`config.mk`:
```
export PLATFORM = sky130hd
export DESIGN_NAME = sas_sar_adc_sequencer
export DESIGN_NICKNAME = d
export VERILOG_FILES = /design/src/design/sas_pkg.sv /design/src/design/sas_sar_adc_sequencer.sv
export SDC_FILE = /design/constraint.sdc
export NUM_CORES = 1
export LEC_CHECK = 0
export ABC_AREA = 1
export BUFFER_PORTS_ARGS = -buffer_cell sky130_fd_sc_hd__clkbuf_2
export CAP_MARGIN = 20
export CORE_MARGIN = 5
export CORE_UTILIZATION = 35
export CTS_CLUSTER_DIAMETER = 60
export DETAILED_ROUTE_END_ITERATION = 16
export PLACE_DENSITY = 0.56
export SYNTH_ARGS = -nofsm -noshare
export SYNTH_HDL_FRONTEND = slang
export SYNTH_SLANG_ARGS = --single-unit
```
`constraint.sdc`:
```
create_clock -name i_mclk -period 4 [get_ports i_mclk]
set_clock_uncertainty 0.1 [all_clocks]
set_input_delay 0.2 -clock i_mclk [delete_from_list [all_inputs] [get_ports i_mclk]]
set_output_delay 0.2 -clock i_mclk [all_outputs]
set_load 0.01 [all_outputs]
```
`src/design/sas_pkg.sv`:
```
// Package for the successive-approximation converter sequencer: map, fields, timing tables
package sas_pkg;

	// ----------------------------------------------------------------
	// Register offsets (byte addresses on APB)
	// ----------------------------------------------------------------
	localparam logic [7:0] OFF_MODE        = 8'h00;
	localparam logic [7:0] OFF_CHAN        = 8'h04;
	localparam logic [7:0] OFF_PORT_ANALOG = 8'h08;
	localparam logic [7:0] OFF_RESULT_WORD = 8'h0C;
	localparam logic [7:0] OFF_RESULT_HIGH = 8'h10;
	localparam logic [7:0] OFF_STATUS      = 8'h14;
	localparam logic [7:0] OFF_PORT_DATA   = 8'h18;

	// ----------------------------------------------------------------
	// Field positions and reset values
	// ----------------------------------------------------------------
	localparam int         MODE_RUN_BIT   = 0;
	localparam int         MODE_TSEL_LSB  = 1;
	localparam int         MODE_REFEN_BIT = 7;
	localparam int         RES_BITS       = 10;
	localparam int         NUM_CH         = 4;
	localparam logic [7:0] MODE_RST       = 8'h00;
	localparam logic [1:0] CHAN_RST       = 2'h0;
	localparam logic [3:0] PMC_RST        = 4'h0;
	localparam logic [9:0] SAR_MSB_TRIAL  = 10'h200;

	// ----------------------------------------------------------------
	// Timing in peripheral clock periods, indexed by timing_select_code
	// ----------------------------------------------------------------
	localparam logic [7:0] SMP_CYC [8] = '{8'd12, 8'd24, 8'd48, 8'd88,
	                                       8'd24, 8'd48, 8'd96, 8'd176};
	localparam logic [7:0] CONV_CYC [8] = '{8'd36, 8'd48, 8'd72, 8'd112,
	                                        8'd72, 8'd96, 8'd144, 8'd224};
	// Approximation window is split into this many equal slots, ten used
	localparam logic [7:0] STEP_DIV = 8'd12;

	// Mode register fields
	typedef struct packed {
		logic       ref_en;
		logic [2:0] spare;
		logic [2:0] tsel;
		logic       run;
	} sas_mode_t;

	// Sequencer states
	typedef enum logic [1:0] {
		ST_IDLE   = 2'b00,
		ST_SAMPLE = 2'b01,
		ST_APPROX = 2'b10,
		ST_SETTLE = 2'b11
	} sas_state_t;

endpackage : sas_pkg

```
`src/design/sas_sar_adc_sequencer.sv`:
```
// Sequencer for a four-input 10-bit successive-approximation converter with APB registers
// Operation
// [RULE1] Four analog inputs, each converted to a 10-bit result.
// [RULE2] While running, convert the selected channel back to back, repeatedly.
// [RULE3] Pulse the completion interrupt once at the end of every conversion.
// [RULE4] Timing code sets sampling length: 12,24,48,88,24,48,96,176 clocks.
// [RULE5] Timing code sets total conversion length: 36,48,72,112,72,96,144,224 clocks.
// [RULE6] Software picks a sampling length long enough for its reference voltage.
// [RULE7] Software keeps total conversion length under 100 us and above minimum.
// [RULE8] Pins not chosen for conversion remain usable as digital inputs.
// [RULE9] Sample-and-hold captures at start and holds through approximation.
// [RULE10] Approximation decides one bit per step, MSB down to LSB, from comparator.
// [RULE11] After the LSB, copy the approximation value into the result register.
// [RULE12] Result word holds the value in low 10 bits, upper bits zero.
// [RULE13] High-byte result gets the upper 8 of 10 bits at every completion.
// [RULE14] Software stops conversion before changing the timing code.
// [RULE15] First result after starting with reference generator off is flagged invalid.
// [RULE16] Next sampling starts the cycle after update; clearing run aborts silently.
// [RULE17] Results and completion interrupt update in the same clock cycle.
`timescale 1ns/1ps
module sas_sar_adc_sequencer (
	input  wire logic        i_mclk,
	input  wire logic        i_rst,
	input  wire logic        i_psel,
	input  wire logic        i_penable,
	input  wire logic        i_pwrite,
	input  wire logic [7:0]  i_paddr,
	input  wire logic [31:0] i_pwdata,
	output logic      [31:0] o_prdata,
	output logic             o_pready,
	output logic             o_pslverr,
	input  wire logic        i_cmp_out,
	input  wire logic [3:0]  i_pin_level,
	output logic             o_sh_hold,
	output logic      [9:0]  o_dac_code,
	output logic      [1:0]  o_chan_sel,
	output logic      [3:0]  o_digital_in_en,
	output logic             o_ref_gen_en,
	output logic             o_conversion_done_irq
);

	// ----------------------------------------------------------------
	// Decode helpers
	// ----------------------------------------------------------------
	function automatic logic reg_hit(input logic [7:0] a);
		reg_hit = (a == sas_pkg::OFF_MODE) || (a == sas_pkg::OFF_CHAN) ||
		          (a == sas_pkg::OFF_PORT_ANALOG) || (a == sas_pkg::OFF_RESULT_WORD) ||
		          (a == sas_pkg::OFF_RESULT_HIGH) || (a == sas_pkg::OFF_STATUS) ||
		          (a == sas_pkg::OFF_PORT_DATA);
	endfunction : reg_hit

	function automatic logic [7:0] step_len(input logic [2:0] t);
		step_len = (sas_pkg::CONV_CYC[t] - sas_pkg::SMP_CYC[t]) / sas_pkg::STEP_DIV;
	endfunction : step_len

	// ----------------------------------------------------------------
	// State
	// ----------------------------------------------------------------
	sas_pkg::sas_mode_t  mode_ff;
	logic [1:0]          chan_ff;
	logic [3:0]          pmc_ff;
	sas_pkg::sas_state_t state_ff, nxt_state;
	logic [7:0]          cnt_ff, nxt_cnt;
	logic [7:0]          sc_ff, nxt_sc;
	logic [3:0]          bit_ff, nxt_bit;
	logic [9:0]          sar_ff, nxt_sar;
	logic [9:0]          res_ff;
	logic [7:0]          resh_ff;
	logic [2:0]          tsel_lat_ff;
	logic                bad_pend_ff;
	logic                res_invalid_ff;
	logic                irq_ff;
	logic                hold_ff;
	logic [1:0]          csel_ff;
	logic [3:0]          din_en_ff;
	wire  [3:0]          nxt_din_en;
	logic                cmp_q_ff;
	logic [3:0]          pin_s1_ff, pin_s2_ff;
	logic [31:0]         prdata_ff;
	logic                pready_ff, pslverr_ff;

	// ----------------------------------------------------------------
	// APB decode; no wait state, read data is registered from a flop during the setup phase
	// ----------------------------------------------------------------
	wire        setup_ph = i_psel & ~i_penable;
	wire        wr_take  = i_psel & i_penable & pready_ff & i_pwrite;
	wire        hit      = reg_hit(i_paddr);
	wire [31:0] rd_mux   =
		(i_paddr == sas_pkg::OFF_MODE)        ? {24'h00_0000, mode_ff} :
		(i_paddr == sas_pkg::OFF_CHAN)        ? {30'h0000_0000, chan_ff} :
		(i_paddr == sas_pkg::OFF_PORT_ANALOG) ? {28'h000_0000, pmc_ff} :
		(i_paddr == sas_pkg::OFF_RESULT_WORD) ? {22'h00_0000, res_ff} : // [RULE12]
		(i_paddr == sas_pkg::OFF_RESULT_HIGH) ? {24'h00_0000, resh_ff} :
		(i_paddr == sas_pkg::OFF_STATUS)      ? {30'h0000_0000, hold_ff, res_invalid_ff} :
		(i_paddr == sas_pkg::OFF_PORT_DATA)   ? {28'h000_0000, pin_s2_ff & din_en_ff} :
		                                        32'h0000_0000;

	// Bus answer flops
	always_ff @(posedge i_mclk) begin
		if (i_rst) begin
			prdata_ff  <= 32'h0000_0000;
			pready_ff  <= 1'b0;
			pslverr_ff <= 1'b0;
		end else begin
			prdata_ff  <= setup_ph ? rd_mux : prdata_ff;
			pready_ff  <= setup_ph;
			pslverr_ff <= setup_ph & ~hit;
		end
	end

	// Control registers; result and status registers are read only
	always_ff @(posedge i_mclk) begin
		if (i_rst) begin
			mode_ff <= sas_pkg::MODE_RST;
			chan_ff <= sas_pkg::CHAN_RST;
			pmc_ff  <= sas_pkg::PMC_RST;
		end else if (wr_take) begin
			if (i_paddr == sas_pkg::OFF_MODE)        mode_ff <= i_pwdata[7:0];
			if (i_paddr == sas_pkg::OFF_CHAN)        chan_ff <= i_pwdata[1:0];
			if (i_paddr == sas_pkg::OFF_PORT_ANALOG) pmc_ff  <= i_pwdata[3:0];
		end
	end

	// ----------------------------------------------------------------
	// Pin synchronisers
	// ----------------------------------------------------------------
	always_ff @(posedge i_mclk) begin
		if (i_rst) begin
			cmp_q_ff  <= 1'b0;
			pin_s1_ff <= 4'h0;
			pin_s2_ff <= 4'h0;
		end else begin
			cmp_q_ff  <= i_cmp_out; // Comparator settles in one clock; two stages miss a short step
			pin_s1_ff <= i_pin_level;
			pin_s2_ff <= pin_s1_ff;
		end
	end

	// ----------------------------------------------------------------
	// Conversion sequencer
	// ----------------------------------------------------------------
	wire       run      = mode_ff.run;
	wire [7:0] smp_last = sas_pkg::SMP_CYC[tsel_lat_ff] - 8'd1;
	wire [7:0] cnv_last = sas_pkg::CONV_CYC[tsel_lat_ff] - 8'd1;
	wire [7:0] stp_last = step_len(tsel_lat_ff) - 8'd1;
	wire       done_now = (state_ff == sas_pkg::ST_SETTLE) && (cnt_ff == cnv_last) && run;
	wire       start    = (state_ff == sas_pkg::ST_IDLE) && run;
	// New timing code and channel are only taken at a conversion start
	wire       relatch  = start | done_now; // [RULE2] [RULE14]

	// Next-state logic; comparator high keeps the trial bit
	always_comb begin
		nxt_state = state_ff;
		nxt_cnt   = cnt_ff + 8'd1;
		nxt_sc    = sc_ff;
		nxt_bit   = bit_ff;
		nxt_sar   = sar_ff;
		case (state_ff)
			sas_pkg::ST_IDLE: begin
				nxt_cnt = 8'd0;
				if (run) nxt_state = sas_pkg::ST_SAMPLE;
			end
			sas_pkg::ST_SAMPLE: begin
				if (cnt_ff == smp_last) begin // [RULE4]
					nxt_state = sas_pkg::ST_APPROX;
					nxt_sar   = sas_pkg::SAR_MSB_TRIAL;
					nxt_bit   = 4'd9;
					nxt_sc    = 8'd0;
				end
			end
			sas_pkg::ST_APPROX: begin
				nxt_sc = sc_ff + 8'd1;
				if (sc_ff == stp_last) begin // [RULE10]
					nxt_sc          = 8'd0;
					nxt_sar[bit_ff] = cmp_q_ff;
					if (bit_ff != 4'd0) begin
						nxt_sar[bit_ff - 4'd1] = 1'b1;
						nxt_bit                = bit_ff - 4'd1;
					end else begin
						nxt_state = sas_pkg::ST_SETTLE;
					end
				end
			end
			sas_pkg::ST_SETTLE: begin
				if (cnt_ff == cnv_last) begin // [RULE5]
					nxt_state = sas_pkg::ST_SAMPLE; // [RULE16]
					nxt_cnt   = 8'd0;
				end
			end
			default: nxt_state = sas_pkg::ST_IDLE;
		endcase
		// Clearing run drops the conversion; results stay as they were
		if (!run) nxt_state = sas_pkg::ST_IDLE; // [RULE16]
	end

	// Sequencer registers
	always_ff @(posedge i_mclk) begin
		if (i_rst) begin
			state_ff    <= sas_pkg::ST_IDLE;
			cnt_ff      <= 8'd0;
			sc_ff       <= 8'd0;
			bit_ff      <= 4'd0;
			sar_ff      <= 10'h000;
			tsel_lat_ff <= 3'h0;
			csel_ff     <= 2'h0;
		end else begin
			state_ff    <= nxt_state;
			cnt_ff      <= nxt_cnt;
			sc_ff       <= nxt_sc;
			bit_ff      <= nxt_bit;
			sar_ff      <= nxt_sar;
			tsel_lat_ff <= relatch ? mode_ff.tsel : tsel_lat_ff;
			csel_ff     <= relatch ? chan_ff : csel_ff; // [RULE9]
		end
	end

	// Results and interrupt move together on the completion edge
	always_ff @(posedge i_mclk) begin
		if (i_rst) begin
			res_ff         <= 10'h000;
			resh_ff        <= 8'h00;
			irq_ff         <= 1'b0;
			bad_pend_ff    <= 1'b0;
			res_invalid_ff <= 1'b0;
		end else begin
			res_ff         <= done_now ? sar_ff : res_ff; // [RULE1] [RULE11] [RULE17]
			resh_ff        <= done_now ? sar_ff[9:2] : resh_ff; // [RULE13]
			irq_ff         <= done_now; // [RULE3]
			// Reference not settled: first result of this run is unusable
			bad_pend_ff    <= start ? ~mode_ff.ref_en : (bad_pend_ff & ~done_now); // [RULE15]
			res_invalid_ff <= done_now ? bad_pend_ff : res_invalid_ff; // [RULE15]
		end
	end

	// Per-pin digital input enable; only the selected analog-mode pin drops out
	for (genvar gi = 0; gi < sas_pkg::NUM_CH; gi++) begin : g_pin
		assign nxt_din_en[gi] = ~(run && pmc_ff[gi] && (chan_ff == 2'(gi))); // [RULE8]
	end

	// Hold while approximating; one process owns all pin-enable bits
	always_ff @(posedge i_mclk) begin
		if (i_rst) begin
			hold_ff   <= 1'b0;
			din_en_ff <= 4'hF;
		end else begin
			hold_ff   <= (nxt_state == sas_pkg::ST_APPROX) || (nxt_state == sas_pkg::ST_SETTLE);
			din_en_ff <= nxt_din_en; // [RULE8]
		end
	end

	// ----------------------------------------------------------------
	// Outputs
	// ----------------------------------------------------------------
	assign o_prdata              = prdata_ff;
	assign o_pready              = pready_ff;
	assign o_pslverr             = pslverr_ff;
	assign o_sh_hold             = hold_ff;
	assign o_dac_code            = sar_ff;
	assign o_chan_sel            = csel_ff;
	assign o_digital_in_en       = din_en_ff;
	assign o_ref_gen_en          = mode_ff.ref_en;
	assign o_conversion_done_irq = irq_ff;
endmodule : sas_sar_adc_sequencer

```
==> metrics <==
initial antenna violation count=0; P_sw=459.9 uW; reg2reg setup slack=0.27 ns; hold endpoint=mode_ff[3]$_SDFFE_PP0P_; Tot GR Track Use=0.1555; synthesis-to-finish area growth=24.27%; post-synth cell types=43; post-detailed-route wirelength per cell=12.76 um; Post-synth top flop=dfxtp_1; Top Ports=103; die area=17,000 um2; outcome=complete, no violations; Hold Fails Final Rpt=0; fmax=0.2677 GHz; Initial Util=0.3531; Num CTS Buffers=9; crit path DAT=3.88 ns; final RePlAce weighted congestion=0.8608; max-slew violations=0; CTS sink cnt=90; final worst path period need=3.735 ns; Worst-Skew Late Latency=0.34 ns; Ys Warns=0; number of buffers added on ports=56; syn avg cell area=6.931 um2; std cell rows=44; Internal=1.433 mW; Worst Tran Pin Value=0.7733 ns; first-pass GRT wire length=21.51 mm; Peak VDD IR=0.0001853 V; GR Overflow Total=0; register area=1808 um2; Crit-path slowest cell=dfxtp_4; Worst R2R Path Depth=29; post-DR vias/cell=4.723; clock transition at the registers of the reported paths=0.07 ns; Fill cells=1,524; DRT antenna net count=0; classification of the worst setup path=reg -> reg; largest net degree at the start of global routing=38; Worst Path Required=4.15 ns; RSZ-0062 raised after global routing=true; CTS root buf=clkbuf_16; drt first pass iters=5; Top delay family on crit path=simple AND/OR/NAND/NOR gates; Core ar.=14,370 um2; Seq pwr share=0.480; Max clock buf depth=2; layout cells sized above 1=0.2130; number of synthesized flops with an enable pin=0; n_diodes=0; total vias in the final route=4,794; critical path endpoint category=flip-flop; CP max FO=8; total wire length=12.95 mm; maxcap violations=0; Hold/Removal Path Class=in -> reg; die height=130.4 um; Bufs and invs on worst path=4; worst hold stages=3; crit start category=flip-flop; footprint of the multi-input gates=2873 um2; slew margin rel.=0.4844; Setup WS pre-CTS=0.02716 ns; P_leak=2.740 nW; slowest stage delay, CP=0.37 ns; die width=130.4 um; logic gate share of total power=0.040; Worst R2R Start=tsel_lat_ff[2]$_SDFFE_PP0P_; Final period util=0.9337; DRC Markers=0; Critical R2R Capture=o_dac_code[3]$_SDFFE_PP0P_; CTS tree=built; post-synthesis register bit count=90; share of total power in the clock network=0.480; post-route cell area=6305 um2; vias in the first global route=4,530; cell count after synthesis=732; FFs w/ async S/R, synth=0; synthesized cell area=5074 um2; nets=896; Seq/Total Area, Yosys=0.3551; Hold Crit Start=i_pwdata[3]; H-tree levels=3; Pwr per Cell Area=300.3 nW/um2; final setup violating endpoints=0; hpwl dp=9.782 mm; DRT iter0 DRCs=232; Switching Fraction=0.2429; post-route setup slack=0.2650 ns; Placed Area=5672 um2
Yosys cell counts, drive strengths merged, types with 2 or more instances:
library cell	number	share of area
or2	2	0.0025
inv	114	0.084
xnor2	6	0.010
nand3b	2	0.0030
nor3b	2	0.0030
o31ai	4	0.0059
xor2	13	0.022
buf	24	0.036
nor4	3	0.0037
ha	20	0.049
clkbuf	13	0.0096
nand2	127	0.10
dfxtp	90	0.36
o2111ai	2	0.0035
a21oi	55	0.055
nor3	14	0.014
nand3	52	0.058
nor2	94	0.071
o21ai	58	0.059
o211ai	2	0.0030
a211oi	5	0.0074
nand4	20	0.026
metal layers:
metal	global-route usage	vias up	share of wire	wire (um)
met5	0	-	0	0
met4	0.05082	0	0.020	258
met1	0.2093	2143	0.48	6204
met2	0.2483	100	0.46	5942
met3	0.03496	22	0.042	542
li1	-	2529	-	-
what timing repair did:
item	in CTS	in global routing
pin swaps	0	25
buffers inserted	0	4
hold endpoints to repair	9	0
hold buffers	9	0
gates resized for setup	1	45
setup endpoints to repair	3	23
final cells by class:
type / count / share of cell area
well taps: 184 / 0.03652
inverters: 115 / 0.06866
multi-input cells: 511 / 0.4556
repair buffers: 99 / 0.1018
flip-flops and latches: 90 / 0.2868
clock buffers: 9 / 0.03572
clock inverters: 7 / 0.01488
metrics by stage:
| step | hold slack, ns | util | power (mW) | instances | TNS, ns |
|---|---|---|---|---|---|
| finish | 0.007060 | 0.4388 | 1.893 | 1015 | 0 |
| global route | 0.01218 | 0.4388 | 1.966 | 1015 | -1.438 |
| CTS | 0.003745 | 0.4234 | 1.910 | 1011 | 0 |
| detailed placement | 0.2938 | 0.3947 | 0.9978 | 986 | 0 |
| global placement | 0.2890 | 0.3947 | 0.9972 | 986 | 0 |
| floorplan | 0.1831 | - | 0.9848 | 753 | 0 |
flip-flops by register name (all words and copies together), names as in the netlist, 6 cells and up:
| signal | flops |
|---|---|
| sc_ff | 8 |
| mode_ff | 6 |
| o_prdata | 10 |
| o_dac_code | 10 |
| res_ff | 10 |
| cnt_ff | 8 |
power by group through the flow:
stage	Combinational (mW)	Sequential [mW]	Clock (mW)
after floorplan	0.0550	0.930	0
after CTS	0.0755	0.909	0.926
after detailed placement	0.0682	0.930	0
final	0.0760	0.908	0.909
after global placement	0.0675	0.930	0
after global routing	0.0864	0.909	0.971
worst min-delay path: stages:
cell      delay [ns]
clkbuf_2        0.09
nor2_1          0.04
nor2_1          0.08
worst max path at each step:
stage	from	endpoint	slack, ns	depth (start not counted)
floorplan	tsel_lat_ff[2]$_SDFFE_PP0P_	o_dac_code[5]$_SDFFE_PP0P_	0.18	33
global placement	tsel_lat_ff[2]$_SDFFE_PP0P_	sc_ff[6]$_SDFFE_PP0P_	0.02	31
detailed placement	tsel_lat_ff[2]$_SDFFE_PP0P_	sc_ff[6]$_SDFFE_PP0P_	0.03	29
CTS	tsel_lat_ff[2]$_SDFFE_PP0P_	bit_ff[3]$_SDFFE_PP0P_	0.005	33
global route	tsel_lat_ff[2]$_SDFFE_PP0P_	o_dac_code[5]$_SDFFE_PP0P_	-0.09	29
finish	tsel_lat_ff[2]$_SDFFE_PP0P_	o_dac_code[3]$_SDFFE_PP0P_	0.27	29
cell families after synthesis:
| family | count (synthesis) | synth area share |
|---|---|---|
| buffers and inverters | 152 | 0.1305 |
| flip-flops | 90 | 0.3551 |
| AO/OA/AOI/OAI | 132 | 0.1445 |
| XOR/XNOR | 19 | 0.03280 |
| adder cells (fa/ha/maj) | 20 | 0.04932 |
| other | 1 | 0.0007391 |
| AND/OR/NAND/NOR | 318 | 0.2871 |
cell usage in the layout, fill, tap and decap left out, drive strengths merged:
cell           n
a2111oi        1
a211oi         5
a21oi         55
a31oi          1
a32oi          1
and3           1
buf           34
bufinv         1
clkbuf        65
clkinv         3
clkinvlp       1
conb          22
dfxtp         90
dlygate4sd3    9
ha            20
inv          117
nand2        127
nand3         52
nand3b         2
nand4         20
nor2          94
nor3          14
nor3b          2
nor4           3
o2111ai        2
o211ai         2
o21ai         58
o221ai         1
o2bb2ai        1
o311ai         1
o31ai          4
or2            2
or4            1
xnor2          6
xor2          13
Power figures use the tool's default switching activity.
